$ cat src/smd_map.svh
// Constants for the shift and move datapath slice
`ifndef SMD_MAP_SVH
`define SMD_MAP_SVH
`define SMD_DATA_W      8
`define SMD_ADDR_W      7
`define SMD_MSB         7
`define SMD_DEST_W      1'b0
`define SMD_DEST_F      1'b1
`define SMD_W_RESET     8'h00
`define SMD_C_RESET     1'b0
`define SMD_Z_RESET     1'b0
`define SMD_WE_RESET    1'b0
`define SMD_WDATA_RESET 8'h00
`define SMD_WADDR_RESET 7'h00
`define SMD_DONE_RESET  1'b0
`endif

$ cat src/smd_pkg.sv
// Types shared by the shift and move datapath slice
package smd_pkg;
    typedef enum logic [2:0] {
        SMD_OP_NONE = 3'h0,
        SMD_OP_LSL  = 3'h1,
        SMD_OP_LSR  = 3'h2,
        SMD_OP_MOV  = 3'h4
    } smd_op_t;

    typedef struct packed {
        smd_op_t    op;
        logic [6:0] addr;
        logic       dest;
    } smd_instr_t;

    typedef struct packed {
        logic [7:0] value;
        logic       carry;
        logic       carry_we;
        logic       zero;
    } smd_result_t;
endpackage

$ cat src/smd_alu.sv
// Combinational shift and move unit
`include "smd_map.svh"
module smd_alu (
    input  wire smd_pkg::smd_op_t    op_in,      // Operation
    input  wire logic [7:0]          src_in,     // File register value
    input  wire logic                carry_in,   // Present carry flag
    output smd_pkg::smd_result_t     res_out     // Result and flags
);
    function automatic logic is_zero(input logic [7:0] v);
        is_zero = (v == 8'h00);
    endfunction

    always_comb begin
        res_out.value    = src_in;
        res_out.carry    = carry_in;
        res_out.carry_we = 1'b0;
        case (op_in)
            smd_pkg::SMD_OP_LSL: begin
                res_out.value    = {src_in[6:0], 1'b0}; // RULE1 RULE3
                res_out.carry    = src_in[`SMD_MSB];    // RULE1
                res_out.carry_we = 1'b1;
            end
            smd_pkg::SMD_OP_LSR: begin
                res_out.value    = {1'b0, src_in[7:1]}; // RULE2
                res_out.carry    = src_in[0];           // RULE2
                res_out.carry_we = 1'b1;
            end
            smd_pkg::SMD_OP_MOV: begin
                res_out.value    = src_in;              // RULE5
                res_out.carry_we = 1'b0;                // RULE7
            end
            default: begin
                res_out.value    = src_in;
            end
        endcase
        res_out.zero = is_zero(res_out.value);          // RULE6 RULE7
    end
endmodule

$ cat src/smd_datapath.sv
// Shift and move datapath: working register, flags and file write port
// Functional notes
// RULE1: Left shift: bits up, old bit7 to carry
// RULE2: Right shift: bits down, old bit0 to carry
// RULE3: Left shift always inserts zero at LSB
// RULE4: Shift result to W if d=0, file if 1
// RULE5: Move copies file to W or back to file
// RULE6: Move updates zero flag from moved value
// RULE7: Shifts set zero on result; move keeps carry
`include "smd_map.svh"
module smd_datapath (
    input  wire logic                clk_in,          // 10 MHz core clock
    input  wire logic                rst_n_in,        // Async reset, active low
    input  wire logic                valid_in,        // Instruction executes this cycle
    input  wire smd_pkg::smd_instr_t instr_in,        // Decoded operation, address, dest
    input  wire logic [7:0]          file_rdata_in,   // Addressed file register contents
    output logic [6:0]               file_addr_out,   // File register address
    output logic                     file_we_out,     // File write strobe
    output logic [7:0]               file_wdata_out,  // File write data
    output logic [7:0]               wreg_out,        // Working register
    output logic                     carry_out,       // Carry flag
    output logic                     zero_out,        // Zero flag
    output logic                     done_out         // Operation retired
);
    smd_pkg::smd_result_t   res;
    logic [`SMD_DATA_W-1:0] w_r;
    logic [`SMD_DATA_W-1:0] w_nxt;
    logic                   c_r;
    logic                   c_nxt;
    logic                   z_r;
    logic                   z_nxt;
    logic                   fwe_r;
    logic                   fwe_nxt;
    logic [`SMD_DATA_W-1:0] fwd_r;
    logic [`SMD_DATA_W-1:0] fwd_nxt;
    logic [`SMD_ADDR_W-1:0] fad_r;
    logic [`SMD_ADDR_W-1:0] fad_nxt;
    logic                   done_r;
    logic                   done_nxt;
    logic                   act;
    logic                   to_file;
    logic                   to_wreg;

    // ----------------------------------------
    // Decode helpers
    // ----------------------------------------
    // Unknown codes must not touch the flags or retire, so only listed ops count
    function automatic logic op_known(input smd_pkg::smd_op_t op);
        case (op)
            smd_pkg::SMD_OP_LSL: begin
                op_known = 1'b1;
            end
            smd_pkg::SMD_OP_LSR: begin
                op_known = 1'b1;
            end
            smd_pkg::SMD_OP_MOV: begin
                op_known = 1'b1;
            end
            default: begin
                op_known = 1'b0;
            end
        endcase
    endfunction

    function automatic logic dest_is_file(input logic dest);
        dest_is_file = (dest == `SMD_DEST_F);
    endfunction

    // ----------------------------------------
    // Operation unit
    // ----------------------------------------
    smd_alu u_alu (
        .op_in    (instr_in.op),
        .src_in   (file_rdata_in),
        .carry_in (c_r),
        .res_out  (res)
    );

    // ----------------------------------------
    // Issue decode
    // ----------------------------------------
    // A file write lands one cycle later; a following op on the same address
    // reads the old value unless the host forwards the write
    assign act     = valid_in && op_known(instr_in.op);
    assign to_file = act && dest_is_file(instr_in.dest);
    assign to_wreg = act && !dest_is_file(instr_in.dest);

    // ----------------------------------------
    // Working register
    // ----------------------------------------
    always_comb begin
        w_nxt = w_r;
        if (to_wreg) begin
            w_nxt = res.value;                                // RULE4 RULE5
        end
    end

    always_ff @(posedge clk_in or negedge rst_n_in) begin
        if (!rst_n_in) begin
            w_r <= `SMD_W_RESET;
        end else begin
            w_r <= w_nxt;
        end
    end

    // ----------------------------------------
    // Carry flag
    // ----------------------------------------
    // Only the shifts carry a new value; a move keeps the old one
    always_comb begin
        c_nxt = c_r;
        if (act && res.carry_we) begin
            c_nxt = res.carry;                                // RULE1 RULE2
        end else begin
            c_nxt = c_r;                                      // RULE7
        end
    end

    always_ff @(posedge clk_in or negedge rst_n_in) begin
        if (!rst_n_in) begin
            c_r <= `SMD_C_RESET;
        end else begin
            c_r <= c_nxt;
        end
    end

    // ----------------------------------------
    // Zero flag
    // ----------------------------------------
    always_comb begin
        z_nxt = z_r;
        if (act) begin
            z_nxt = res.zero;                                 // RULE6 RULE7
        end
    end

    always_ff @(posedge clk_in or negedge rst_n_in) begin
        if (!rst_n_in) begin
            z_r <= `SMD_Z_RESET;
        end else begin
            z_r <= z_nxt;
        end
    end

    // ----------------------------------------
    // File write strobe
    // ----------------------------------------
    always_comb begin
        fwe_nxt = 1'b0;
        if (to_file) begin
            fwe_nxt = 1'b1;                                   // RULE4 RULE5
        end
    end

    always_ff @(posedge clk_in or negedge rst_n_in) begin
        if (!rst_n_in) begin
            fwe_r <= `SMD_WE_RESET;
        end else begin
            fwe_r <= fwe_nxt;
        end
    end

    // ----------------------------------------
    // File write data
    // ----------------------------------------
    // Data and address hold after the strobe so the host may sample them late
    always_comb begin
        fwd_nxt = fwd_r;
        if (to_file) begin
            fwd_nxt = res.value;                              // RULE4 RULE5
        end
    end

    always_ff @(posedge clk_in or negedge rst_n_in) begin
        if (!rst_n_in) begin
            fwd_r <= `SMD_WDATA_RESET;
        end else begin
            fwd_r <= fwd_nxt;
        end
    end

    // ----------------------------------------
    // File write address
    // ----------------------------------------
    always_comb begin
        fad_nxt = fad_r;
        if (to_file) begin
            fad_nxt = instr_in.addr;                          // RULE4 RULE5
        end
    end

    always_ff @(posedge clk_in or negedge rst_n_in) begin
        if (!rst_n_in) begin
            fad_r <= `SMD_WADDR_RESET;
        end else begin
            fad_r <= fad_nxt;
        end
    end

    // ----------------------------------------
    // Retire strobe
    // ----------------------------------------
    always_comb begin
        done_nxt = 1'b0;
        if (act) begin
            done_nxt = 1'b1;
        end
    end

    always_ff @(posedge clk_in or negedge rst_n_in) begin
        if (!rst_n_in) begin
            done_r <= `SMD_DONE_RESET;
        end else begin
            done_r <= done_nxt;
        end
    end

    // ----------------------------------------
    // Outputs
    // ----------------------------------------
    assign wreg_out       = w_r;
    assign carry_out      = c_r;
    assign zero_out       = z_r;
    assign file_we_out    = fwe_r;
    assign file_wdata_out = fwd_r;
    assign file_addr_out  = fad_r;
    assign done_out       = done_r;
endmodule

$ cat config.mk
export PLATFORM = sky130hd
export DESIGN_NAME = smd_datapath
export DESIGN_NICKNAME = d
export VERILOG_FILES = /design/src/smd_pkg.sv /design/src/smd_alu.sv /design/src/smd_datapath.sv
export VERILOG_INCLUDE_DIRS = /design/src
export SDC_FILE = /design/constraint.sdc
export NUM_CORES = 1
export LEC_CHECK = 0
export ABC_CLOCK_PERIOD_IN_PS = 2500
export BUFFER_PORTS_ARGS = -buffer_cell sky130_fd_sc_hd__buf_2
export CAP_MARGIN = 5
export CORE_ASPECT_RATIO = 1.75
export CORE_MARGIN = 1
export CORE_UTILIZATION = 57
export CTS_BUF_LIST = sky130_fd_sc_hd__clkbuf_8
export CTS_CLUSTER_SIZE = 40
export DETAILED_ROUTE_END_ITERATION = 7
export PLACE_DENSITY = 0.85
export RECOVER_POWER = 100
export SLEW_MARGIN = 20
export SYNTH_ARGS = -nofsm -noshare
export SYNTH_HDL_FRONTEND = slang
export SYNTH_HIERARCHICAL = 1
export SYNTH_SLANG_ARGS = --single-unit
export TNS_END_PERCENT = 10
$ cat constraint.sdc
create_clock -name clk_in -period 2.5 [get_ports clk_in]
set_input_delay 0.375 -clock clk_in [delete_from_list [all_inputs] [get_ports clk_in]]
set_output_delay 0.375 -clock clk_in [all_outputs]
set_load 0.01 [all_outputs]
Word level (Yosys, flattened, before mapping)
Cells that the tools add are included.

storage, ports and cells
  input bits = 22
  register bits = 27
  output and inout port bits = 27

cells by class
  mux-type cells = 6
  reductions and logical operators = 10
  equality and inequality tests = 3

operators by type and width
  kind                number
  $pmux 8 s2          1
  $logic_not 8->1     1
  $logic_and 1x1->1   4
  $mux 1              4
  $eq 3x1->1 const B  1
  $eq 3x2->1 const B  1
  $eq 3x3->1 const B  1
  $reduce_or 3->1     1
  $pmux 1 s2          1
  $reduce_and 2->1    1
  $reduce_bool 2->1   1
  $reduce_or 2->1     1
  $logic_not 1->1     1

Logic depth before layout (Yosys ltp)
Gate-level depths: netlist of run 1.

  depth in word-level cells = 6
  depth in mapped cells = 8
  mapped depth without buffers = 5

By module
The synthesis of run 1 kept the hierarchy.

modules (own cells, without submodules)
  module        area each (um^2)  cells each  instances
  smd_datapath  1,052.3           63          1
  smd_alu       531.8             89          1

Worst setup path after synthesis of run 1
Ideal clock, no wire load.

  path kind = input to register
  from = input port instr_in[8] in the netlist's numbering
  to = register fad_r[2] (netlist: file_addr_out[2])
  library setup time = 125 ps
  required time = 2,375 ps
  stages = 4
  arrival = 1,654 ps
  setup slack = 721 ps
  cells stage by stage = or3b_4 > a211oi_4 > buf_6 > mux2_2

on the way
  cells in the longest elaborated chain, start to end = 5
  elaborated cells between the ends (all ways) = 7
  classes of those cells = 3 x eq/ne; 1 x mux; 3 x reduce/logical

ends and longest elaborated chain
  what                                  RTL line             source
  start: declaration                    smd_datapath.sv:15   input wire smd_pkg::smd_instr_t instr_in,
  $eq 3x3->1 (tied with other cells)    smd_datapath.sv:49   case (op)
  $reduce_or 3->1 (no source line) (*)  n/a
  $mux 1 (*)                            smd_datapath.sv:49
  $logic_and 1x1->1 (*)                 smd_datapath.sv:84   assign act = valid_in && op_known(instr_in.op);
  $logic_and 1x1->1 (*)                 smd_datapath.sv:85   assign to_file = act && dest_is_file(instr_in.dest);
  end signal: assignment                smd_datapath.sv:194  fad_r <= `SMD_WADDR_RESET;
  end signal: assignment                smd_datapath.sv:196  fad_r <= fad_nxt;
  end: declaration                      smd_datapath.sv:36   logic [`SMD_ADDR_W-1:0] fad_r;

Mark *: on every way between the ends. The rest lies on a longest branch, timed or not.
A chain may end at the register's enable or synchronous reset.

==> run_results.csv, run 1 <==
group,metric,value,unit
yosys,synthFlopType,"dfrtp_1",
route,first_pass_iters,4,
route,ant_nets,0,
route,via_per_inst,5.96,
yosys,synth_most_common_cell,"dfrtp_1",
worst_setup_path,startpoint,"instr_in[9]",
sta,slew_headroom,0.108,
route,drt-initial-drc-count,28,
grt,antenna_found_initial,0,
worst_setup_path,r2r-end,"carry_out",
worst_setup_path,crit_path_max_incr_delay,0.47,ns
yosys,async_flop_share,1.00,
worst_hold_path,hold_class,"input port to flop",
sta,period_minus_slack,1.88,ns
finish,fin_nets,218,
yosys,synth_top_cells_by_area,"dfrtp_1 43%, mux2_2 18%, nor2_1 4.5%",
sta,final_hold_viol_count,0,
yosys,synth.ff_latch_count,27,
worst_setup_path,r2r_slack,1.35,ns
clock_network,cts_setup_buffers,0,
clock_network,ctsHoldBuffers,0,
sta,fin_skew,0,ns
pwr,power.density,691,nW/um2
sta,hold_ws,0.326,ns
clock_network,htreeDepth,1,
yosys,synth_top_area_frac,0.427,
sta,min_period_over_period,0.753,
pwr,power.leakage,0.756,nW
sta,tns,0,ns
worst_setup_path,cp_num_cells,7,
clock_network,clockRootBuffer,"clkbuf_8",
sta,report.final.slew_viol_count,0,
floorplanning,pin_count,49,
placement,hpwl,2.58,mm
status,status,"finished, final reports clean",
yosys,synth_area_leader_cell,"dfrtp_1",
yosys,yosys.area_share.simple,0.138,
floorplanning,design.core.area,2660,um2
yosys,syn_area,1580,um2
floorplanning,fp.dieArea,3000,um2
pwr,ir_worst_vdd,0.599,mV
yosys,synthCells,152,
grt,globalRouteTotalUtil,0.231,
worst_setup_path,crit_slowest_cell,"clkbuf_2",
yosys,synth-xor-area-share,0.00553,
worst_setup_path,crit_chain,"buf_2 > clkbuf_2 > nor2b_1 > o21ai_0 > o221a_2 > nor4_2 > mux2_2",
sta,rsz0062_at_grt,"false",
placement,port_buffers,48,
yosys,postSynthAreaPerCell,10.4,um2
grt,grt_pass1_vias,1246,
worst_setup_path,crit_required,2.72,ns
worst_setup_path,crit_type,"input port to flop",
yosys,yosysSeqAreaShare,0.427,
grt,grt_max_degree,29,
clock_network,clkSinkCount,27,
yosys,synth_top_family_by_area,"compound AO/OA/AOI/OAI gates",
clock_network,cts_tree,"built",
job,cap_violations,0,
yosys,synth.area.mux_share,0.178,
finish,syn_to_final_growth,14.5,%
route,vias,1323,
yosys,synth-compound-area-share,0.193,
finish,n_fill_cell,219,
worst_setup_path,critical_path.top_delay_family,"buffers and inverters",
clock_network,clk_latency,0.27,ns
route,drcViolationCount,0,
worst_setup_path,endpoint_kind,"flop",
floorplanning,num_rows,25,
yosys,synth-edff-count,0,
floorplanning,start_util,0.596,
yosys,yosys.area_share.adder,0,
finish,diodes,0,
floorplanning,die_height,71.7,um
worst_setup_path,worst_setup_path_start_kind,"input port",
route,wl,3.35,mm
worst_setup_path,cp_num_buf_inv,2,
worst_setup_path,r2r_start,"carry_out",
yosys,yosys.cell_types.count,40,
route,wl_per_cell,15.1,um
yosys,yosysWarnings,6,
floorplanning,fp.dieW,41.9,um
finish,drive_gt1_frac,0.313,
sta,max_freq,531,MHz
yosys,synth_common_cells,"27 x dfrtp_1, 25 x mux2_2, 19 x nor2_1",
grt,gr-total-overflow,0,
worst_setup_path,cp_data_arrival_time,2.10,ns
clock_network,numCtsBuffers,3,
sta,tightest_slew,1.34,ns
yosys,synth_nets,174,
worst_setup_path,worstRegToRegCells,5,
grt,grt_pass1_wl,5.33,mm
worst_setup_path,crit_end,"zero_out",
clock_network,cts-resized-gates,0,
worst_setup_path,critical_path.max_fanout,28,
placement,gp_congestion,0.881,
clock_network,clock_path_buffers,2,
sta,setup_viol_count_final,0,
clock_network,path_clk_slew,0.08,ns
## metrics by stage
stage          std cells  worst slack, ns  total power, mW  utilization  cell area [um2]
6_report             222            0.617             1.25        0.682             1810
2_1_floorplan        152            0.721            0.866            -             1580
3_3_place_gp         218            0.482             1.03        0.679             1810
3_5_place_dp         218            0.418             1.05        0.679             1810
5_1_grt              222            0.524             1.32        0.682             1810
4_1_cts              222            0.712             1.29        0.696             1850
## per-layer routing
| metal | global-route usage | up-vias | share of wire | routed length [um] |
|---|---|---|---|---|
| met5 | 0 | - | 0 | 0 |
| met4 | 0.108 | 0 | 0.016 | 52 |
| met3 | 0.0327 | 4 | 0.044 | 147 |
| met2 | 0.432 | 45 | 0.55 | 1840 |
| met1 | 0.249 | 636 | 0.39 | 1310 |
| li1 | - | 638 | - | - |
## registers in the layout, indices dropped and copies added, names as in the netlist
register and count:
zero_out 1, done_out 1, file_addr_out 7, carry_out 1, file_we_out 1, file_wdata_out 8
wreg_out 8
## cells in the final DEF, fill, tap and decap left out, types with 2 or more instances in the layout
cell       n
clkbuf_1  28
nor4_1     2
nor2_1    19
o31ai_1    2
buf_2     20
o22ai_1    3
buf_4      2
o221a_2    2
nor3_1     3
nor2b_1    4
inv_1      5
clkbuf_8   3
nor3b_1    2
a211oi_1   3
mux2_2    25
a21oi_1   14
dfrtp_1   27
o21a_1     2
o21ai_1    3
nand2b_1   2
o21ai_0    3
## worst min-delay path by stage
stage | start | endpoint | cells past startpoint
2_1_floorplan | rst_n_in | carry_out | 0
3_3_place_gp | rst_n_in | done_out | 1
3_5_place_dp | rst_n_in | done_out | 1
4_1_cts | rst_n_in | done_out | 1
5_1_grt | instr_in[7] | file_addr_out[6] | 2
6_report | instr_in[2] | file_addr_out[1] | 2
## final cells by class
| class | instances | area, um2 | share of cell area |
|---|---|---|---|
| clock buffers | 3 | 41.3 | 0.0228 |
| inverters | 5 | 18.8 | 0.0104 |
| clock inverters | 1 | 5.00 | 0.00276 |
| repair buffers | 51 | 225 | 0.124 |
| flip-flops and latches | 27 | 676 | 0.373 |
| well taps | 27 | 33.8 | 0.0186 |
| multi-input cells | 108 | 813 | 0.449 |
## logic make-up (layout without fill, tap and decap cells)
group                     Yosys count  count (layout)
AOI/OAI and AO/OA                  43              43
muxes                              25              25
and+or+nand+nor                    39              39
xor gates and xnor gates            1               1
buffers and inverters              17              60
DFF                                27              27
## worst register-to-register path: cells and delay by family, from the launching register on
| kind | cells | cell delay (ns) |
|---|---|---|
| AO/OA/AOI/OAI | 3 | 0.25 |
| flip-flops | 1 | 0.43 |
| multiplexers | 1 | 0.26 |
| AND/OR/NAND/NOR | 1 | 0.11 |
## report_power, final
part | leakage (nW) | total, mW | switching, mW | internal [mW]
sequential | 0.329 | 0.611 | 0.0628 | 0.548
combinational | 0.401 | 0.400 | 0.218 | 0.183
clock | 0.0255 | 0.242 | 0.131 | 0.112
total | 0.756 | 1.25 | 0.411 | 0.842
Note: power is estimated with default switching activity, not from simulation.
==> inputs of run 2 (changes only) <==
--- a/config.mk
+++ b/config.mk
@@ -6,16 +6,16 @@
 export SDC_FILE = /design/constraint.sdc
 export NUM_CORES = 1
 export LEC_CHECK = 0
-export ABC_CLOCK_PERIOD_IN_PS = 2500
+export ABC_CLOCK_PERIOD_IN_PS = 1900
 export BUFFER_PORTS_ARGS = -buffer_cell sky130_fd_sc_hd__buf_2
 export CAP_MARGIN = 5
 export CORE_ASPECT_RATIO = 1.75
 export CORE_MARGIN = 1
-export CORE_UTILIZATION = 57
+export CORE_UTILIZATION = 53
 export CTS_BUF_LIST = sky130_fd_sc_hd__clkbuf_8
 export CTS_CLUSTER_SIZE = 40
 export DETAILED_ROUTE_END_ITERATION = 7
-export PLACE_DENSITY = 0.85
+export PLACE_DENSITY = 0.79
 export RECOVER_POWER = 100
 export SLEW_MARGIN = 20
 export SYNTH_ARGS = -nofsm -noshare
==> constraint.sdc (replaced) <==
create_clock -name clk_in -period 1.9 [get_ports clk_in]
set_input_delay 0.285 -clock clk_in [delete_from_list [all_inputs] [get_ports clk_in]]
set_output_delay 0.285 -clock clk_in [all_outputs]
set_load 0.01 [all_outputs]
==> run 2 against run 1 <==
Against the previous run: the flow now finishes with violations (design-rule violations); non-clock buffer count increased by 6; clock skew stayed put; via count grew 1.9%; sequential share of layout area shrank 1.0 points; first-iteration DRC count increased by 7.1%.
==> run_results.csv, run 2 (synthesis results as in run 1) <==
group,metric,value,unit
status,status,"finished, violations left",
status,failed_checks,"design-rule violations",
route,ant_nets,0,
grt,grt_max_degree,28,
pwr,seqPwrFrac,0.485,
floorplanning,fp.dieW,43.3,um
sta,final_hold_viol_count,0,
route,via_per_inst,5.91,
floorplanning,die_height,74.3,um
route,drt-initial-drc-count,30,
finish,diodes,0,
grt,gr-total-overflow,0,
floorplanning,fp.dieArea,3220,um2
clock_network,clkSinkCount,27,
sta,tightest_slew,1.38,ns
clock_network,htreeDepth,1,
pwr,ir_worst_vdd,0.703,mV
sta,setup_viol_count_final,0,
pwr,swShare,0.326,
floorplanning,pin_count,49,
pwr,power.density,888,nW/um2
placement,hpwl,2.78,mm
job,cap_violations,0,
route,first_pass_iters,6,
clock_network,cts_setup_buffers,0,
clock_network,cts_tree,"built",
pwr,internal_power,1.12,mW
clock_network,clock_path_buffers,2,
finish,fin_nets,224,
sta,rsz0062_at_grt,"false",
clock_network,ctsHoldBuffers,0,
grt,antenna_found_initial,0,
floorplanning,start_util,0.569,
grt,grt_pass1_vias,1316,
sta,fin_skew,0,ns
finish,drive_gt1_frac,0.323,
route,wl,3.65,mm
floorplanning,num_rows,25,
clock_network,numCtsBuffers,3,
worst_setup_path,crit_required,2.05,ns
sta,period_minus_slack,1.74,ns
finish,n_fill_cell,234,
placement,placed_area,1860,um2
finish,utilization,0.669,
worst_setup_path,worst_setup_path_start_kind,"input port",
clock_network,cts-resized-gates,0,
finish,final_common_cell,"clkbuf_1",
sta,slew_headroom,0.0773,
route,drcViolationCount,4,
worst_setup_path,crit_type,"input port to flop",
finish,design_area,1860,um2
pwr,power.switching,0.539,mW
placement,port_buffers,48,
sta,tns,0,ns
route,wl_per_cell,16.0,um
worst_setup_path,cp_data_arrival_time,1.89,ns
pwr,pwr-share-clk,0.183,
sta,min_period_over_period,0.915,
finish,ff_latch_area,676,um2
route,vias,1348,
finish,multi_input_area,806,um2
grt,globalRouteTotalUtil,0.239,
finish,syn_to_final_growth,17.6,%
sta,max_freq,575,MHz
clock_network,clk_latency,0.26,ns
clock_network,clockRootBuffer,"clkbuf_8",
placement,place_ws,0.0463,ns
pwr,power.leakage,0.787,nW
worst_setup_path,endpoint_kind,"flop",
sta,setup_ws,0.162,ns
grt,grt_pass1_wl,5.84,mm
finish,layout_common_cells,"29 x clkbuf_1, 27 x dfrtp_1, 25 x mux2_2",
floorplanning,design.core.area,2780,um2
placement,gp_congestion,0.854,
pwr,pwr-share-comb,0.332,
sta,report.final.slew_viol_count,0,
worst_hold_path,hold_class,"input port to flop",
worst_setup_path,critical_path.max_fanout,16,
clock_network,path_clk_slew,0.09,ns
-- run 2: final cells by class --
cell class / instances / area share
multi-input cells: 108 / 0.433
flip-flops and latches: 27 / 0.363
repair buffers: 57 / 0.152
clock buffers: 3 / 0.0222
well taps: 27 / 0.0181
inverters: 5 / 0.0101
clock inverters: 1 / 0.00201
-- run 2: through the flow --
stage | instances | hold slack, ns | total power, mW
after CTS | 228 | 0.0256 | 1.71
after global routing | 228 | 0.248 | 1.74
after detailed placement | 224 | 0.307 | 1.40
final | 228 | 0.249 | 1.65
after global placement | 224 | 0.304 | 1.37
after floorplan | 152 | -0.0106 | 1.14
-- run 2: power by group through the flow --
stage / sequential, mW / combinational [mW] / clock [mW]
after floorplan: 0.877 / 0.263 / 0
after global placement: 0.800 / 0.569 / 0
after detailed placement: 0.809 / 0.593 / 0
after CTS: 0.800 / 0.599 / 0.309
after global routing: 0.821 / 0.593 / 0.327
final: 0.803 / 0.549 / 0.303
-- run 2: final timing paths --
path	start	slack, ns	endpoint	cells past startpoint
hold / removal	instr_in[7]	0.25	file_addr_out[6]	2
max in group asynchronous	rst_n_in	0.77	wreg_out[3]	1
hold reg to reg	file_wdata_out[5]	0.51	file_wdata_out[5]	1
setup reg to reg	carry_out	0.73	carry_out	5
min in group asynchronous	rst_n_in	0.32	wreg_out[6]	1
setup / recovery	instr_in[9]	0.16	file_addr_out[4]	5
-- run 2: critical path, cell delays in order --
cell	delay, ns
clkbuf_1	0.33
or3b_4	0.46
a211oi_2	0.26
buf_12	0.19
mux2_2	0.35
-- run 2: routing by layer --
metal | up-vias | part of all wire | GRT usage
met5 | - | 0 | 0
met4 | 0 | 0.0080 | 0.0764
met2 | 45 | 0.58 | 0.431
li1 | 652 | - | -
met3 | 4 | 0.046 | 0.0291
met1 | 647 | 0.37 | 0.292
